`config.mk`:
```
export PLATFORM = sky130hd
export DESIGN_NAME = rbd_rx_tail
export DESIGN_NICKNAME = d
export VERILOG_FILES = /design/src/include/rbd_pkg.sv /design/src/core/rbd_decoder.sv /design/src/core/rbd_deser.sv /design/src/core/rbd_rx_tail.sv
export VERILOG_INCLUDE_DIRS = /design/src /design/src/include
export SDC_FILE = /design/constraint.sdc
export NUM_CORES = 1
export LEC_CHECK = 0
export ABC_AREA = 1
export BUFFER_PORTS_ARGS = -buffer_cell sky130_fd_sc_hd__buf_2
export CELL_PAD_IN_SITES_DETAIL_PLACEMENT = 0
export CELL_PAD_IN_SITES_GLOBAL_PLACEMENT = 1
export CORE_MARGIN = 2
export CORE_UTILIZATION = 35
export DETAILED_ROUTE_END_ITERATION = 6
export PLACE_DENSITY_LB_ADDON = 0.25
export SKIP_CTS_REPAIR_TIMING = 1
export SYNTH_ARGS = -nofsm -noshare
export SYNTH_HDL_FRONTEND = slang
export SYNTH_SLANG_ARGS = --single-unit
```
`constraint.sdc`:
```
create_clock -name CLOCK -period 5.6 [get_ports CLOCK]
set_input_delay 0.56 -clock CLOCK [delete_from_list [all_inputs] [get_ports CLOCK]]
set_output_delay 0.56 -clock CLOCK [all_outputs]
set_load 0.03 [all_outputs]
```
`src/include/rbd_defines.svh`:
```
// Offsets, fields, reset values and clock rates for the receive deserialize/order tail
`ifndef RBD_DEFINES_SVH
`define RBD_DEFINES_SVH
`define RBD_REG_CTRL        8'h00
`define RBD_REG_PATTERN     8'h04
`define RBD_REG_PAD         8'h08
`define RBD_REG_STATUS      8'h0C
`define RBD_CTRL_DEC_EN     0
`define RBD_CTRL_DES_EN     1
`define RBD_CTRL_ORD_EN     2
`define RBD_CTRL_DOUBLE     3
`define RBD_CTRL_USER_TRIG  4
`define RBD_CTRL_OC48       5
`define RBD_CTRL_MANUAL_AL  6
`define RBD_CTRL_RST        32'h0000_0002
`define RBD_PATTERN_RST     32'h0000_0000
`define RBD_PAD_RST         32'h0000_0000
`define RBD_OC48_PATTERN    10'h028
`define RBD_OC48_PAD        10'h028
`define RBD_K28_5_CODE      10'h17C
`define RBD_K28_5_BYTE      8'hBC
`define RBD_FABRIC_CEIL_MHZ 250
`define RBD_PCS_MHZ         100
`endif

```
`src/include/rbd_pkg.sv`:
```
// Types shared by the receive deserialize/order tail
package rbd_pkg;
  typedef enum logic [1:0] {
    RBD_IDLE_S   = 2'b00,
    RBD_SEARCH_S = 2'b01,
    RBD_LOCKED_S = 2'b11
  } rbd_ord_state_type;
  typedef logic [9:0] rbd_symbol_type;
endpackage

```
`src/core/rbd_decoder.sv`:
```
// Two-lane code-group decoder with per-byte control flag
`timescale 1ns/1ns
`include "rbd_defines.svh"
module rbd_decoder (
  input  wire logic [19:0] code_in,
  output logic      [15:0] byte_out,
  output logic      [1:0]  ctrl_out
);
  import rbd_pkg::*;
  // Data bits pass straight through from cg[8:6] and cg[4:0]; disparity is not checked here
  function automatic logic [8:0] rbd_dec_lane(input logic [9:0] cg);
    logic [9:0] inv;
    logic [8:0] res;
    inv = ~cg;
    res = {1'b0, cg[7:0]};
    if ((cg == `RBD_K28_5_CODE) || (inv == `RBD_K28_5_CODE)) begin
      res = {1'b1, `RBD_K28_5_BYTE};
    end else if ((cg[9:4] == 6'h0F) || (cg[9:4] == 6'h30)) begin
      res = {1'b1, 3'h0, 5'h1C};
    end else begin
      res = {1'b0, cg[8:6], cg[4:0]};
    end
    return res;
  endfunction
  logic [8:0] lo_w;
  logic [8:0] hi_w;
  always_comb begin
    lo_w = rbd_dec_lane(code_in[9:0]);
    hi_w = rbd_dec_lane(code_in[19:10]);
    byte_out = {hi_w[7:0], lo_w[7:0]};
    ctrl_out = {hi_w[8], lo_w[8]};
  end
endmodule

```
`src/core/rbd_deser.sv`:
```
// Byte deserializer: pairs input words into one double-width word
`timescale 1ns/1ns
module rbd_deser #(
  parameter int W = 20
) (
  input  wire logic           clock,
  input  wire logic           rst_b,
  input  wire logic [W-1:0]   din,
  input  wire logic           din_valid,
  input  wire logic           enable,
  output logic      [2*W-1:0] dout,
  output logic                dout_valid
);
  if (W < 1) begin : g_w_check
    $error("W must be positive");
  end
  logic [W-1:0]   low_r;
  logic [W-1:0]   low_nxt;
  logic           half_r;
  logic           half_nxt;
  logic [2*W-1:0] dout_r;
  logic [2*W-1:0] dout_nxt;
  logic           dv_r;
  logic           dv_nxt;
  always_comb begin
    low_nxt  = low_r;
    half_nxt = half_r;
    dout_nxt = dout_r;
    dv_nxt   = 1'b0;
    if (!enable) begin
      dout_nxt = {{W{1'b0}}, din};
      dv_nxt   = din_valid;
      half_nxt = 1'b0;
    end else if (din_valid) begin
      // First word after reset becomes the low half, whatever it is
      if (!half_r) begin
        low_nxt  = din;
        half_nxt = 1'b1;
      end else begin
        dout_nxt = {din, low_r};
        dv_nxt   = 1'b1;
        half_nxt = 1'b0;
      end
    end
  end
  always_ff @(posedge clock) begin
    if (!rst_b) begin
      low_r  <= '0;
      half_r <= 1'b0;
      dout_r <= '0;
      dv_r   <= 1'b0;
    end else begin
      low_r  <= low_nxt;
      half_r <= half_nxt;
      dout_r <= dout_nxt;
      dv_r   <= dv_nxt;
    end
  end
  assign dout       = dout_r;
  assign dout_valid = dv_r;
endmodule

```
`src/core/rbd_rx_tail.sv`:
```
// Receive PCS tail: decoder, byte deserializer, byte ordering, AXI4-Lite registers
//
// The register offsets and the AXI4-Lite register port were left to the implementer.
`timescale 1ns/1ns
`include "rbd_defines.svh"
module rbd_rx_tail (
  input  wire logic        CLOCK,
  input  wire logic        RST_B,
  input  wire logic [19:0] RX_ALIGNED,
  input  wire logic        RX_ALIGNED_VALID,
  input  wire logic        RX_SYNC_STATUS,
  input  wire logic        RX_ORDER_TRIGGER,
  output logic      [39:0] RX_DATA,
  output logic      [3:0]  RX_CTRL_FLAG,
  output logic             RX_DATA_VALID,
  output logic             RX_ORDER_ALIGNED,
  input  wire logic [7:0]  S_AXI_AWADDR,
  input  wire logic        S_AXI_AWVALID,
  output logic             S_AXI_AWREADY,
  input  wire logic [31:0] S_AXI_WDATA,
  input  wire logic [3:0]  S_AXI_WSTRB,
  input  wire logic        S_AXI_WVALID,
  output logic             S_AXI_WREADY,
  output logic      [1:0]  S_AXI_BRESP,
  output logic             S_AXI_BVALID,
  input  wire logic        S_AXI_BREADY,
  input  wire logic [7:0]  S_AXI_ARADDR,
  input  wire logic        S_AXI_ARVALID,
  output logic             S_AXI_ARREADY,
  output logic      [31:0] S_AXI_RDATA,
  output logic      [1:0]  S_AXI_RRESP,
  output logic             S_AXI_RVALID,
  input  wire logic        S_AXI_RREADY
);
  import rbd_pkg::*;
  // Register file
  logic [31:0] ctrl_r;
  logic [31:0] ctrl_nxt;
  logic [31:0] pat_r;
  logic [31:0] pat_nxt;
  logic [31:0] pad_r;
  logic [31:0] pad_nxt;
  logic        aw_got_r;
  logic        aw_got_nxt;
  logic        w_got_r;
  logic        w_got_nxt;
  logic [7:0]  awa_r;
  logic [7:0]  awa_nxt;
  logic [31:0] wd_r;
  logic [31:0] wd_nxt;
  logic [3:0]  ws_r;
  logic [3:0]  ws_nxt;
  logic        bv_r;
  logic        bv_nxt;
  logic [1:0]  br_r;
  logic [1:0]  br_nxt;
  logic        rv_r;
  logic        rv_nxt;
  logic [31:0] rd_r;
  logic [31:0] rd_nxt;
  logic [1:0]  rr_r;
  logic [1:0]  rr_nxt;
  logic        sw_err_r;
  logic        sw_err_nxt;
  function automatic logic [31:0] rbd_strobe(input logic [31:0] old, input logic [31:0] nw, input logic [3:0] st);
    logic [31:0] res;
    res = old;
    for (int i = 0; i < 4; i++) begin
      if (st[i]) res[i*8 +: 8] = nw[i*8 +: 8];
    end
    return res;
  endfunction
  // Synchronisers for pin inputs
  logic sync_m_r;
  logic sync_s_r;
  logic sync_d_r;
  logic trig_m_r;
  logic trig_s_r;
  logic trig_d_r;
  always_ff @(posedge CLOCK) begin
    if (!RST_B) begin
      sync_m_r <= 1'b0;
      sync_s_r <= 1'b0;
      sync_d_r <= 1'b0;
      trig_m_r <= 1'b0;
      trig_s_r <= 1'b0;
      trig_d_r <= 1'b0;
    end else begin
      sync_m_r <= RX_SYNC_STATUS;
      sync_s_r <= sync_m_r;
      sync_d_r <= sync_s_r;
      trig_m_r <= RX_ORDER_TRIGGER;
      trig_s_r <= trig_m_r;
      trig_d_r <= trig_s_r;
    end
  end
  // Configuration decode
  logic dec_en;
  logic dbl;
  logic des_en;
  logic ord_en;
  logic oc48;
  logic ord_legal;
  assign dbl    = ctrl_r[`RBD_CTRL_DOUBLE];
  assign dec_en = ctrl_r[`RBD_CTRL_DEC_EN] & dbl;
  assign oc48   = ctrl_r[`RBD_CTRL_OC48] & ~dbl;
  // Not forced: the 100 MHz core clock is under the 250 MHz fabric ceiling, so the control bit decides
  assign des_en = ctrl_r[`RBD_CTRL_DES_EN] | (`RBD_PCS_MHZ > `RBD_FABRIC_CEIL_MHZ);
  // Unsupported combinations keep the stage bypassed rather than corrupt data
  always_comb begin
    if (!dbl) begin
      ord_legal = oc48 | (ctrl_r[`RBD_CTRL_MANUAL_AL] ^ ctrl_r[`RBD_CTRL_DEC_EN]);
    end else begin
      ord_legal = ctrl_r[`RBD_CTRL_MANUAL_AL];
    end
  end
  assign ord_en = ctrl_r[`RBD_CTRL_ORD_EN] & des_en & ord_legal;
  // Decoder and lane shaping
  logic [15:0] dec_byte;
  logic [1:0]  dec_ctrl;
  rbd_decoder u_dec (
    .code_in  (RX_ALIGNED),
    .byte_out (dec_byte),
    .ctrl_out (dec_ctrl)
  );
  // Each symbol lane is 10 bits: decoded byte with flag in bit 8, or raw code
  logic [19:0] lane_in;
  always_comb begin
    if (dec_en) begin
      lane_in = {1'b0, dec_ctrl[1], dec_byte[15:8], 1'b0, dec_ctrl[0], dec_byte[7:0]};
    end else if (!dbl) begin
      lane_in = {10'h000, RX_ALIGNED[9:0]};
    end else begin
      lane_in = RX_ALIGNED;
    end
  end
  logic [39:0] des_word;
  logic        des_valid;
  logic [39:0] des_pack;
  rbd_deser #(.W(20)) u_des (
    .clock      (CLOCK),
    .rst_b      (RST_B),
    .din        (lane_in),
    .din_valid  (RX_ALIGNED_VALID),
    .enable     (des_en),
    .dout       (des_word),
    .dout_valid (des_valid)
  );
  // Single-width words hold two symbols in lanes 0 and 1
  always_comb begin
    if (dbl || !des_en) begin
      des_pack = des_word;
    end else begin
      des_pack = {20'h0_0000, des_word[29:20], des_word[9:0]};
    end
  end
  // Byte ordering
  logic [9:0] pat_sym;
  logic [9:0] pad_sym;
  logic [9:0] cmp_mask;
  always_comb begin
    if (oc48) begin
      pat_sym = `RBD_OC48_PATTERN;
      pad_sym = `RBD_OC48_PAD;
    end else begin
      pat_sym = pat_r[9:0];
      pad_sym = pad_r[9:0];
    end
    // Decoded lanes, and single lanes with the decode bit set, compare nine bits; OC-48 and raw double ten; other raw single lanes eight
    if (dec_en || (!dbl && ctrl_r[`RBD_CTRL_DEC_EN])) begin
      cmp_mask = 10'h1FF;
    end else if (!dbl && !oc48) begin
      cmp_mask = 10'h0FF;
    end else begin
      cmp_mask = 10'h3FF;
    end
  end
  function automatic logic rbd_match(input logic [9:0] s, input logic [9:0] p, input logic [9:0] m);
    return ((s & m) == (p & m));
  endfunction
  rbd_ord_state_type st_r;
  rbd_ord_state_type st_nxt;
  logic        shift_r;
  logic        shift_nxt;
  logic [19:0] carry_r;
  logic [19:0] carry_nxt;
  logic [39:0] out_r;
  logic [39:0] out_nxt;
  logic        ov_r;
  logic        ov_nxt;
  logic        al_r;
  logic        al_nxt;
  logic        start;
  logic [39:0] sym_word;
  assign start = ctrl_r[`RBD_CTRL_USER_TRIG] ? (trig_s_r & ~trig_d_r)
                                              : (sync_s_r & ~sync_d_r);
  always_comb begin
    st_nxt    = st_r;
    shift_nxt = shift_r;
    carry_nxt = carry_r;
    out_nxt   = out_r;
    ov_nxt    = 1'b0;
    al_nxt    = al_r;
    sym_word  = des_pack;
    if (!ord_en) begin
      st_nxt    = RBD_IDLE_S;
      shift_nxt = 1'b0;
      al_nxt    = 1'b0;
    end else if (start) begin
      st_nxt = RBD_SEARCH_S;
      al_nxt = 1'b0;
    end
    if (des_valid) begin
      ov_nxt = 1'b1;
      if (ord_en && shift_r) begin
        // High half of this word trails into the next one
        sym_word = dbl ? {des_pack[19:0], carry_r} : {20'h0_0000, des_pack[9:0], carry_r[9:0]};
      end
      if (ord_en && st_r == RBD_SEARCH_S && !start) begin
        if (rbd_match(sym_word[9:0], pat_sym, cmp_mask)) begin
          st_nxt = RBD_LOCKED_S;
          al_nxt = 1'b1;
        end else if (rbd_match(dbl ? sym_word[29:20] : sym_word[19:10], pat_sym, cmp_mask)) begin
          // Pattern in high half: pad the low half, keep the high half for later
          sym_word = dbl ? {des_pack[19:0], pad_sym, pad_sym}
                         : {20'h0_0000, des_pack[9:0], pad_sym};
          shift_nxt = ~shift_r;
          st_nxt    = RBD_LOCKED_S;
          al_nxt    = 1'b1;
        end
      end
      carry_nxt = dbl ? des_pack[39:20] : {10'h000, des_pack[19:10]};
      out_nxt   = sym_word;
    end
  end
  always_ff @(posedge CLOCK) begin
    if (!RST_B) begin
      st_r    <= RBD_IDLE_S;
      shift_r <= 1'b0;
      carry_r <= '0;
      out_r   <= '0;
      ov_r    <= 1'b0;
      al_r    <= 1'b0;
    end else begin
      st_r    <= st_nxt;
      shift_r <= shift_nxt;
      carry_r <= carry_nxt;
      out_r   <= out_nxt;
      ov_r    <= ov_nxt;
      al_r    <= al_nxt;
    end
  end
  // Fabric outputs; flags widen with the data
  always_comb begin
    if (dec_en) begin
      RX_DATA      = {8'h00, out_r[37:30], out_r[27:20], out_r[17:10], out_r[7:0]};
      RX_CTRL_FLAG = {out_r[38], out_r[28], out_r[18], out_r[8]};
    end else if (!dbl && ctrl_r[`RBD_CTRL_DEC_EN]) begin
      RX_DATA      = {24'h00_0000, out_r[17:10], out_r[7:0]};
      RX_CTRL_FLAG = {2'b00, out_r[18], out_r[8]};
    end else begin
      RX_DATA      = out_r;
      RX_CTRL_FLAG = 4'h0;
    end
  end
  assign RX_DATA_VALID    = ov_r;
  assign RX_ORDER_ALIGNED = al_r;
  // AXI4-Lite slave
  always_comb begin
    aw_got_nxt = aw_got_r;
    w_got_nxt  = w_got_r;
    awa_nxt    = awa_r;
    wd_nxt     = wd_r;
    ws_nxt     = ws_r;
    bv_nxt     = bv_r;
    br_nxt     = br_r;
    ctrl_nxt   = ctrl_r;
    pat_nxt    = pat_r;
    pad_nxt    = pad_r;
    sw_err_nxt = sw_err_r;
    if (S_AXI_AWVALID && S_AXI_AWREADY) begin
      aw_got_nxt = 1'b1;
      awa_nxt    = S_AXI_AWADDR;
    end
    if (S_AXI_WVALID && S_AXI_WREADY) begin
      w_got_nxt = 1'b1;
      wd_nxt    = S_AXI_WDATA;
      ws_nxt    = S_AXI_WSTRB;
    end
    if (aw_got_r && w_got_r && !bv_r) begin
      bv_nxt     = 1'b1;
      br_nxt     = 2'b00;
      aw_got_nxt = 1'b0;
      w_got_nxt  = 1'b0;
      unique case ({awa_r[7:2], 2'b00})
        `RBD_REG_CTRL:    ctrl_nxt = rbd_strobe(ctrl_r, wd_r, ws_r) & 32'h0000_007F;
        `RBD_REG_PATTERN: pat_nxt  = rbd_strobe(pat_r, wd_r, ws_r) & 32'h0000_03FF;
        `RBD_REG_PAD:     pad_nxt  = rbd_strobe(pad_r, wd_r, ws_r) & 32'h0000_03FF;
        `RBD_REG_STATUS:  sw_err_nxt = 1'b0;
        default:          br_nxt   = 2'b10;
      endcase
    end
    if (bv_r && S_AXI_BREADY) begin
      bv_nxt = 1'b0;
    end
    // Illegal ordering setup is sticky; set wins over the clear
    if (ctrl_r[`RBD_CTRL_ORD_EN] && !ord_legal) begin
      sw_err_nxt = 1'b1;
    end
  end
  assign S_AXI_AWREADY = ~aw_got_r & ~bv_r;
  assign S_AXI_WREADY  = ~w_got_r & ~bv_r;
  assign S_AXI_BVALID  = bv_r;
  assign S_AXI_BRESP   = br_r;
  always_comb begin
    rv_nxt = rv_r;
    rd_nxt = rd_r;
    rr_nxt = rr_r;
    if (S_AXI_ARVALID && S_AXI_ARREADY) begin
      rv_nxt = 1'b1;
      rr_nxt = 2'b00;
      unique case ({S_AXI_ARADDR[7:2], 2'b00})
        `RBD_REG_CTRL:    rd_nxt = ctrl_r;
        `RBD_REG_PATTERN: rd_nxt = pat_r;
        `RBD_REG_PAD:     rd_nxt = pad_r;
        `RBD_REG_STATUS:  rd_nxt = {28'h000_0000, sw_err_r, shift_r, des_en, al_r};
        default: begin
          rd_nxt = 32'h0000_0000;
          rr_nxt = 2'b10;
        end
      endcase
    end else if (rv_r && S_AXI_RREADY) begin
      rv_nxt = 1'b0;
    end
  end
  assign S_AXI_ARREADY = ~rv_r;
  assign S_AXI_RVALID  = rv_r;
  assign S_AXI_RDATA   = rd_r;
  assign S_AXI_RRESP   = rr_r;
  always_ff @(posedge CLOCK) begin
    if (!RST_B) begin
      aw_got_r <= 1'b0;
      w_got_r  <= 1'b0;
      awa_r    <= 8'h00;
      wd_r     <= 32'h0000_0000;
      ws_r     <= 4'h0;
      bv_r     <= 1'b0;
      br_r     <= 2'b00;
      ctrl_r   <= `RBD_CTRL_RST;
      pat_r    <= `RBD_PATTERN_RST;
      pad_r    <= `RBD_PAD_RST;
      sw_err_r <= 1'b0;
      rv_r     <= 1'b0;
      rd_r     <= 32'h0000_0000;
      rr_r     <= 2'b00;
    end else begin
      aw_got_r <= aw_got_nxt;
      w_got_r  <= w_got_nxt;
      awa_r    <= awa_nxt;
      wd_r     <= wd_nxt;
      ws_r     <= ws_nxt;
      bv_r     <= bv_nxt;
      br_r     <= br_nxt;
      ctrl_r   <= ctrl_nxt;
      pat_r    <= pat_nxt;
      pad_r    <= pad_nxt;
      sw_err_r <= sw_err_nxt;
      rv_r     <= rv_nxt;
      rd_r     <= rd_nxt;
      rr_r     <= rr_nxt;
    end
  end
endmodule

```
==> flow_summary.toml, run 1 <==
[outcome]
status = "finished clean"

[placement]
placed_cells_incl_taps = 2057
place_hpwl_um = 26060
placed_cell_area_sq_um = 11150
portBuffers = 116
gp_congestion = 0.9043

[worst_setup_path]
worst-path-buf-inv = 3
r2r_slack_ns = 1.47
reg2reg_depth = 17
cp.arrival_ns = 4.49
r2r_end = "out_r[9]"
criticalPathCategory = "flop to flop"
slowest_delay_ns = 0.75
crit_cells = 17
cp_top_family = "simple AND/OR/NAND/NOR gates"
slowest_stage = "a21boi_4"
endpoint = "out_r[9]"
cp_cell_sequence = "inv_4, buf_4, nand2_1, nand2_1, nand3_2, nand3_2, buf_4, nand2_1, nand3_1, nand2_1, nand3_1, nor2_1, a21boi_4, nand2_4, nand2_1, nand3_1, a21oi_1"
cp_max_fo = 41
cp-end-kind = "flop"
start_kind = "flop"
cp-startpoint = "ctrl_r[3]"
cp_common_cell = "nand2_1"
crit_required_ns = 5.95
rr_startpoint = "ctrl_r[3]"

[global_route]
grtUsageMet3 = 0.02978
grt_pass1_wl_um = 56750
met1_usage = 0.3436
grt_max_degree = 91
grt.total_usage = 0.2343
gr-total-overflow = 0
grt_busiest_layer = "met2"
grt_pass1_vias = 9812
antenna_found_initial = 0
met2_usage = 0.3529

[layout]
areaGrowthSynthToFinish_pct = 11.39
n_fill_cell = 3339
layoutNonFillerInstCount = 2089
final_core_util = 0.3967
n_antenna_cell = 0
fin_area_sq_um = 11760
layout_commonest_cell = "nand2_1"
drive_gt1_frac = 0.1083
final_cell_mix = "nand2_1 (386), dfxtp_1 (193), inv_1 (192)"
nets = 1768

[floorplanning]
core_sq_um = 29640
die_w_um = 177.7
boundaryPins = 169
start_util = 0.3561
die-height_um = 177.7
rows = 63
die-area_sq_um = 31560

[synthesis]
yosysWarnings = 0
async_reset_ff_frac = 0
ys_ff_latch = 195
avgSynthCellArea_sq_um = 6.444
yosys.cell_types.count = 39
synthTopCellsByArea = "dfxtp_1 (37%), nand2_1 (14%), inv_1 (6.9%)"
synthCells = 1638
synth.top_cell.area_share = 0.3698
synth_edf_count = 0
syn_area_sq_um = 10560
yosys.area.top_type = "dfxtp_1"
synth_ff_type = "dfxtp_1"
yosysSeqAreaShare = 0.3698

[drt]
viasPerCell = 5.131
num_vias = 10720
drt_iter0_markers = 1014
drtPass1Iterations = 6
drc = 0
drt-total-wl_um = 36310
drtAntennaViolNets = 0
wl_per_cell_um = 17.38

[sta]
period_minus_slack_ns = 4.133
period_share = 0.7381
tns_ns = 0
finalSetupViolCount = 0
slew_viol_final = 0
slew_headroom = 0.2675
rsz0062_at_grt = "false"
fin_skew_ns = 0.01101
fmax_ghz = 0.2419
tightest_slew_ns = 1.095
hold_viol = 0

[pwr]
p_leak_nw = 5.173
vdd_drop_max_mv = 0.1752
power.density_nw_per_um2 = 262.0

[clock_tree]
clk_pin_slew_ns = 0.09
clk_latency_ns = 0.44
clockBufferDepth = 2
cts_root_buf = "clkbuf_16"
cts_tree = "built"
htree_levels = 4
clock_sink_count = 195
cts-buffers-inserted = 17

[flow_run]
max-cap-violations = 0

[worst_hold_path]
hp-class = "input pin to flop"
[where the power goes]
part | total [W] | internal, W | switching (W)
clock | 0.00128 | 0.000611 | 0.000670
sequential | 0.00146 | 0.00143 | 0.0000305
combinational | 0.000336 | 0.0000898 | 0.000246
total | 0.00308 | 0.00213 | 0.000946
[synthesized netlist by cell type, types with 2 or more instances]
library cell / count
nand2_1: 386
dfxtp_1: 195
inv_1: 193
nor2_1: 163
a21oi_1: 138
nand3_1: 129
o21ai_0: 126
clkbuf_1: 55
nand4_1: 36
buf_4: 35
o22ai_1: 29
buf_2: 19
o211ai_1: 19
a31oi_1: 15
nor3_1: 12
buf_1: 11
buf_6: 9
nor4_1: 9
o21ai_1: 7
o221ai_1: 6
a221oi_1: 5
a22oi_1: 5
and2_1: 5
o21bai_1: 5
clkinv_1: 4
nor2_2: 4
a21boi_0: 2
inv_2: 2
nand2_2: 2
nand3_2: 2
o21a_1: 2
[registers in the layout, indices dropped and copies added, names as in the netlist, 2 cells and up]
signal,count
awa_r,6
S_AXI_RDATA,10
carry_r,20
ws_r,2
pad_r,10
u_des.dout,40
ctrl_r,7
st_r,2
wd_r,10
out_r,40
u_des.low_r,20
pat_r,10
[routing by layer]
layer	wire [um]	vias to the layer above
met4	999	0
met2	15310	383
met5	0	-
met3	2304	50
met1	17700	4878
li1	-	5408
[kinds of logic after synthesis]
group	after synthesis	synth area share
buffers and inverters	329	0.1383
AOI/OAI and AO/OA	363	0.1913
DFF	195	0.3698
other	1	0.0003553
and+or+nand+nor	750	0.3001
[layout make-up]
cell class / instances / area, sq um / area share
Clock buffer: 17 / 425.4 / 0.03618
Clock inverter: 15 / 182.7 / 0.01554
Inverter: 200 / 754.5 / 0.06417
Multi-Input combinational cell: 1137 / 5278 / 0.4489
Sequential cell: 195 / 3906 / 0.3322
Tap cell: 390 / 488.0 / 0.04150
Timing Repair Buffer: 135 / 723.2 / 0.06151
[stage by stage]
| step | hold WS, ns | worst slack, ns | power (W) |
|---|---|---|---|
| floorplan | 0.3905 | 3.039 | 0.001737 |
| global placement | 0.3939 | 1.547 | 0.001827 |
| detailed placement | 0.3947 | 1.532 | 0.001831 |
| CTS | 0.2759 | 1.518 | 0.003106 |
| global route | 0.2906 | 1.078 | 0.003205 |
| finish | 0.2889 | 1.467 | 0.003080 |
[worst min-delay path by stage]
stage | start | depth (start not counted) | end | slack (ns)
after global routing | RX_SYNC_STATUS | 3 | sync_m_r | 0.29
after CTS | RX_SYNC_STATUS | 3 | sync_m_r | 0.28
final | S_AXI_BREADY | 2 | S_AXI_BVALID | 0.29
after detailed placement | sync_m_r | 2 | sync_s_r | 0.39
after global placement | trig_m_r | 2 | trig_s_r | 0.39
after floorplan | sync_m_r | 2 | sync_s_r | 0.39
Note: power is estimated with default switching activity, not from simulation.
==> run 2: changes to the inputs <==
- ABC_AREA: 1 -> 0
- clock period: 5.6 -> 3.9 ns (I/O delays scaled with it)
==> run 2 against run 1 <==
Maximum frequency grew 16%. Clock power grew 39%. Register-to-register slack lost 1.1 ns. Die area shrank 2.9%. Via count shrank 11%. Highest routed layer unchanged.
==> flow_summary.toml, run 2 <==
[synthesis]
yosys-top-cells-count = "nand2_1 (212), dfxtp_1 (195), nor2_1 (122)"
yosys.cell_types.count = 66
yosysMostFrequentCell = "nand2_1"
synth_edf_count = 0
synth_ff_type = "dfxtp_1"
ys_ff_latch = 195
yosysWarnings = 0
synth.top_cell.area_share = 0.3812
async_reset_ff_frac = 0
syn_area_sq_um = 10240
synthCells = 1320
yosysSeqAreaShare = 0.3812
synthTopCellsByArea = "dfxtp_1 (38%), nand2_1 (7.8%), mux2i_1 (5.6%)"
yosys.area.top_type = "dfxtp_1"
avgSynthCellArea_sq_um = 7.758

[global_route]
grt_busiest_layer = "met1"
grt_max_degree = 86
gr-total-overflow = 0
met1_usage = 0.3255
met2_usage = 0.3221
grtUsageMet3 = 0.03220
grt_pass1_vias = 8750
grt.total_usage = 0.2183
antenna_found_initial = 0
grt_pass1_wl_um = 52290

[placement]
placed_cell_area_sq_um = 11000
gp_congestion = 0.8856
portBuffers = 116
place_hpwl_um = 23530
placed_cells_incl_taps = 1733

[worst_hold_path]
min_delay_path_depth = 2
worstHoldStart = "S_AXI_RREADY"
hp-class = "input pin to flop"

[floorplanning]
die-height_um = 175.1
boundaryPins = 169
rows = 62
core_sq_um = 28780
start_util = 0.3558
die_w_um = 175.1
die-area_sq_um = 30640

[worst_setup_path]
crit_required_ns = 4.24
rr_startpoint = "ctrl_r[6]"
crit_cells = 11
slowest_delay_ns = 0.44
cp-startpoint = "ctrl_r[6]"
criticalPathCategory = "flop to flop"
reg2reg_depth = 11
slowest_stage = "a21boi_0"
cp_cell_sequence = "nor4bb_2, nor4_1, buf_4, a21boi_0, nor3_1, a211oi_1, nand4_1, nand4_4, buf_4, mux2_2, a211oi_1"
worst-path-buf-inv = 2
start_kind = "flop"
cp-end-kind = "flop"
cp_max_fo = 27
cp_top_family = "simple AND/OR/NAND/NOR gates"
cp.arrival_ns = 3.89

[outcome]
status = "finished clean"

[drt]
num_vias = 9590
wl_per_cell_um = 19.11
viasPerCell = 5.433
drc = 0
drt_iter0_markers = 809
drtPass1Iterations = 5
drtAntennaViolNets = 0
drt-total-wl_um = 33730

[clock_tree]
clk_latency_ns = 0.44
clockBufferDepth = 2
cts_tree = "built"
htree_levels = 4
cts-buffers-inserted = 17
clk_pin_slew_ns = 0.07
cts_root_buf = "clkbuf_16"
clock_sink_count = 195

[sta]
period_share = 0.9123
finalSetupViolCount = 0
hold_viol = 0
tns_ns = 0
period_minus_slack_ns = 3.558
fin_skew_ns = 0.01516
slew_headroom = 0.3799
fmax_ghz = 0.2811
tightest_slew_ns = 0.9279
slew_viol_final = 0
rsz0062_at_grt = "false"

[layout]
nets = 1450
layoutNonFillerInstCount = 1765
final_core_util = 0.4028
areaGrowthSynthToFinish_pct = 13.20
n_antenna_cell = 0
layout_commonest_cell = "nand2_1"
fin_area_sq_um = 11590
drive_gt1_frac = 0.1550
n_fill_cell = 3048
final_cell_mix = "nand2_1 (212), dfxtp_1 (192), nor2_1 (122)"

[flow_run]
max-cap-violations = 0

[pwr]
vdd_drop_max_mv = 0.2742
p_leak_nw = 4.566
power.density_nw_per_um2 = 375.6
power_w = 0.004355
run 2: cell count changes in the layout (fill, tap and decap cells not counted), moves of 29 or more:
cell      delta
nand4_1     -29
a21oi_1     -46
inv_1      -161
nor2_1      -41
nand3_1     -88
a311oi_1    +35
a211oi_1    +48
mux2i_1     +57
o21ai_0     -57
and3_1      +30
nand2_1    -174
run 2: final timing paths:
path	to	slack, ns
worst max-delay path	out_r[8]	0.34
worst min-delay path	S_AXI_RVALID	0.13
worst max register to register	out_r[8]	0.34
worst min register to register	sync_s_r	0.44
run 2: power by group:
group / switching [W] / internal, W
logic: 0.000301 / 0.000150
clock network: 0.000860 / 0.000923
registers: 0.0000661 / 0.00205
total: 0.00123 / 0.00313
run 2: cell families after synthesis:
family	count (synthesis)	share of synthesized area
xor+xnor	12	0.01026
flops	195	0.3812
mux	75	0.07880
other cells	1	0.0003662
simple gates	522	0.2370
compound gates	338	0.2144
buf+inv	177	0.07795
run 2: layer usage:
layer,vias up,routed length [um]
met3,36,1966
met2,303,14350
li1,4725,-
met1,4526,16690
met4,0,718
met5,-,0
run 2: cell type report:
class / count / area, sq um / share of cell area
Inverter: 33 / 125.1 / 0.01079
Clock buffer: 19 / 442.9 / 0.03821
Sequential cell: 195 / 3908 / 0.3371
Multi-Input combinational cell: 971 / 5638 / 0.4863
Tap cell: 384 / 480.5 / 0.04145
Clock inverter: 13 / 137.6 / 0.01187
Timing Repair Buffer: 150 / 860.8 / 0.07426
run 2: stage by stage:
stage               setup WS (ns)  hold WS, ns
detailed placement         0.3324       0.4226
floorplan                   1.005       0.4119
CTS                        0.3150       0.1189
finish                     0.3420       0.1324
global placement           0.4174       0.4276
global route               0.1081       0.1389
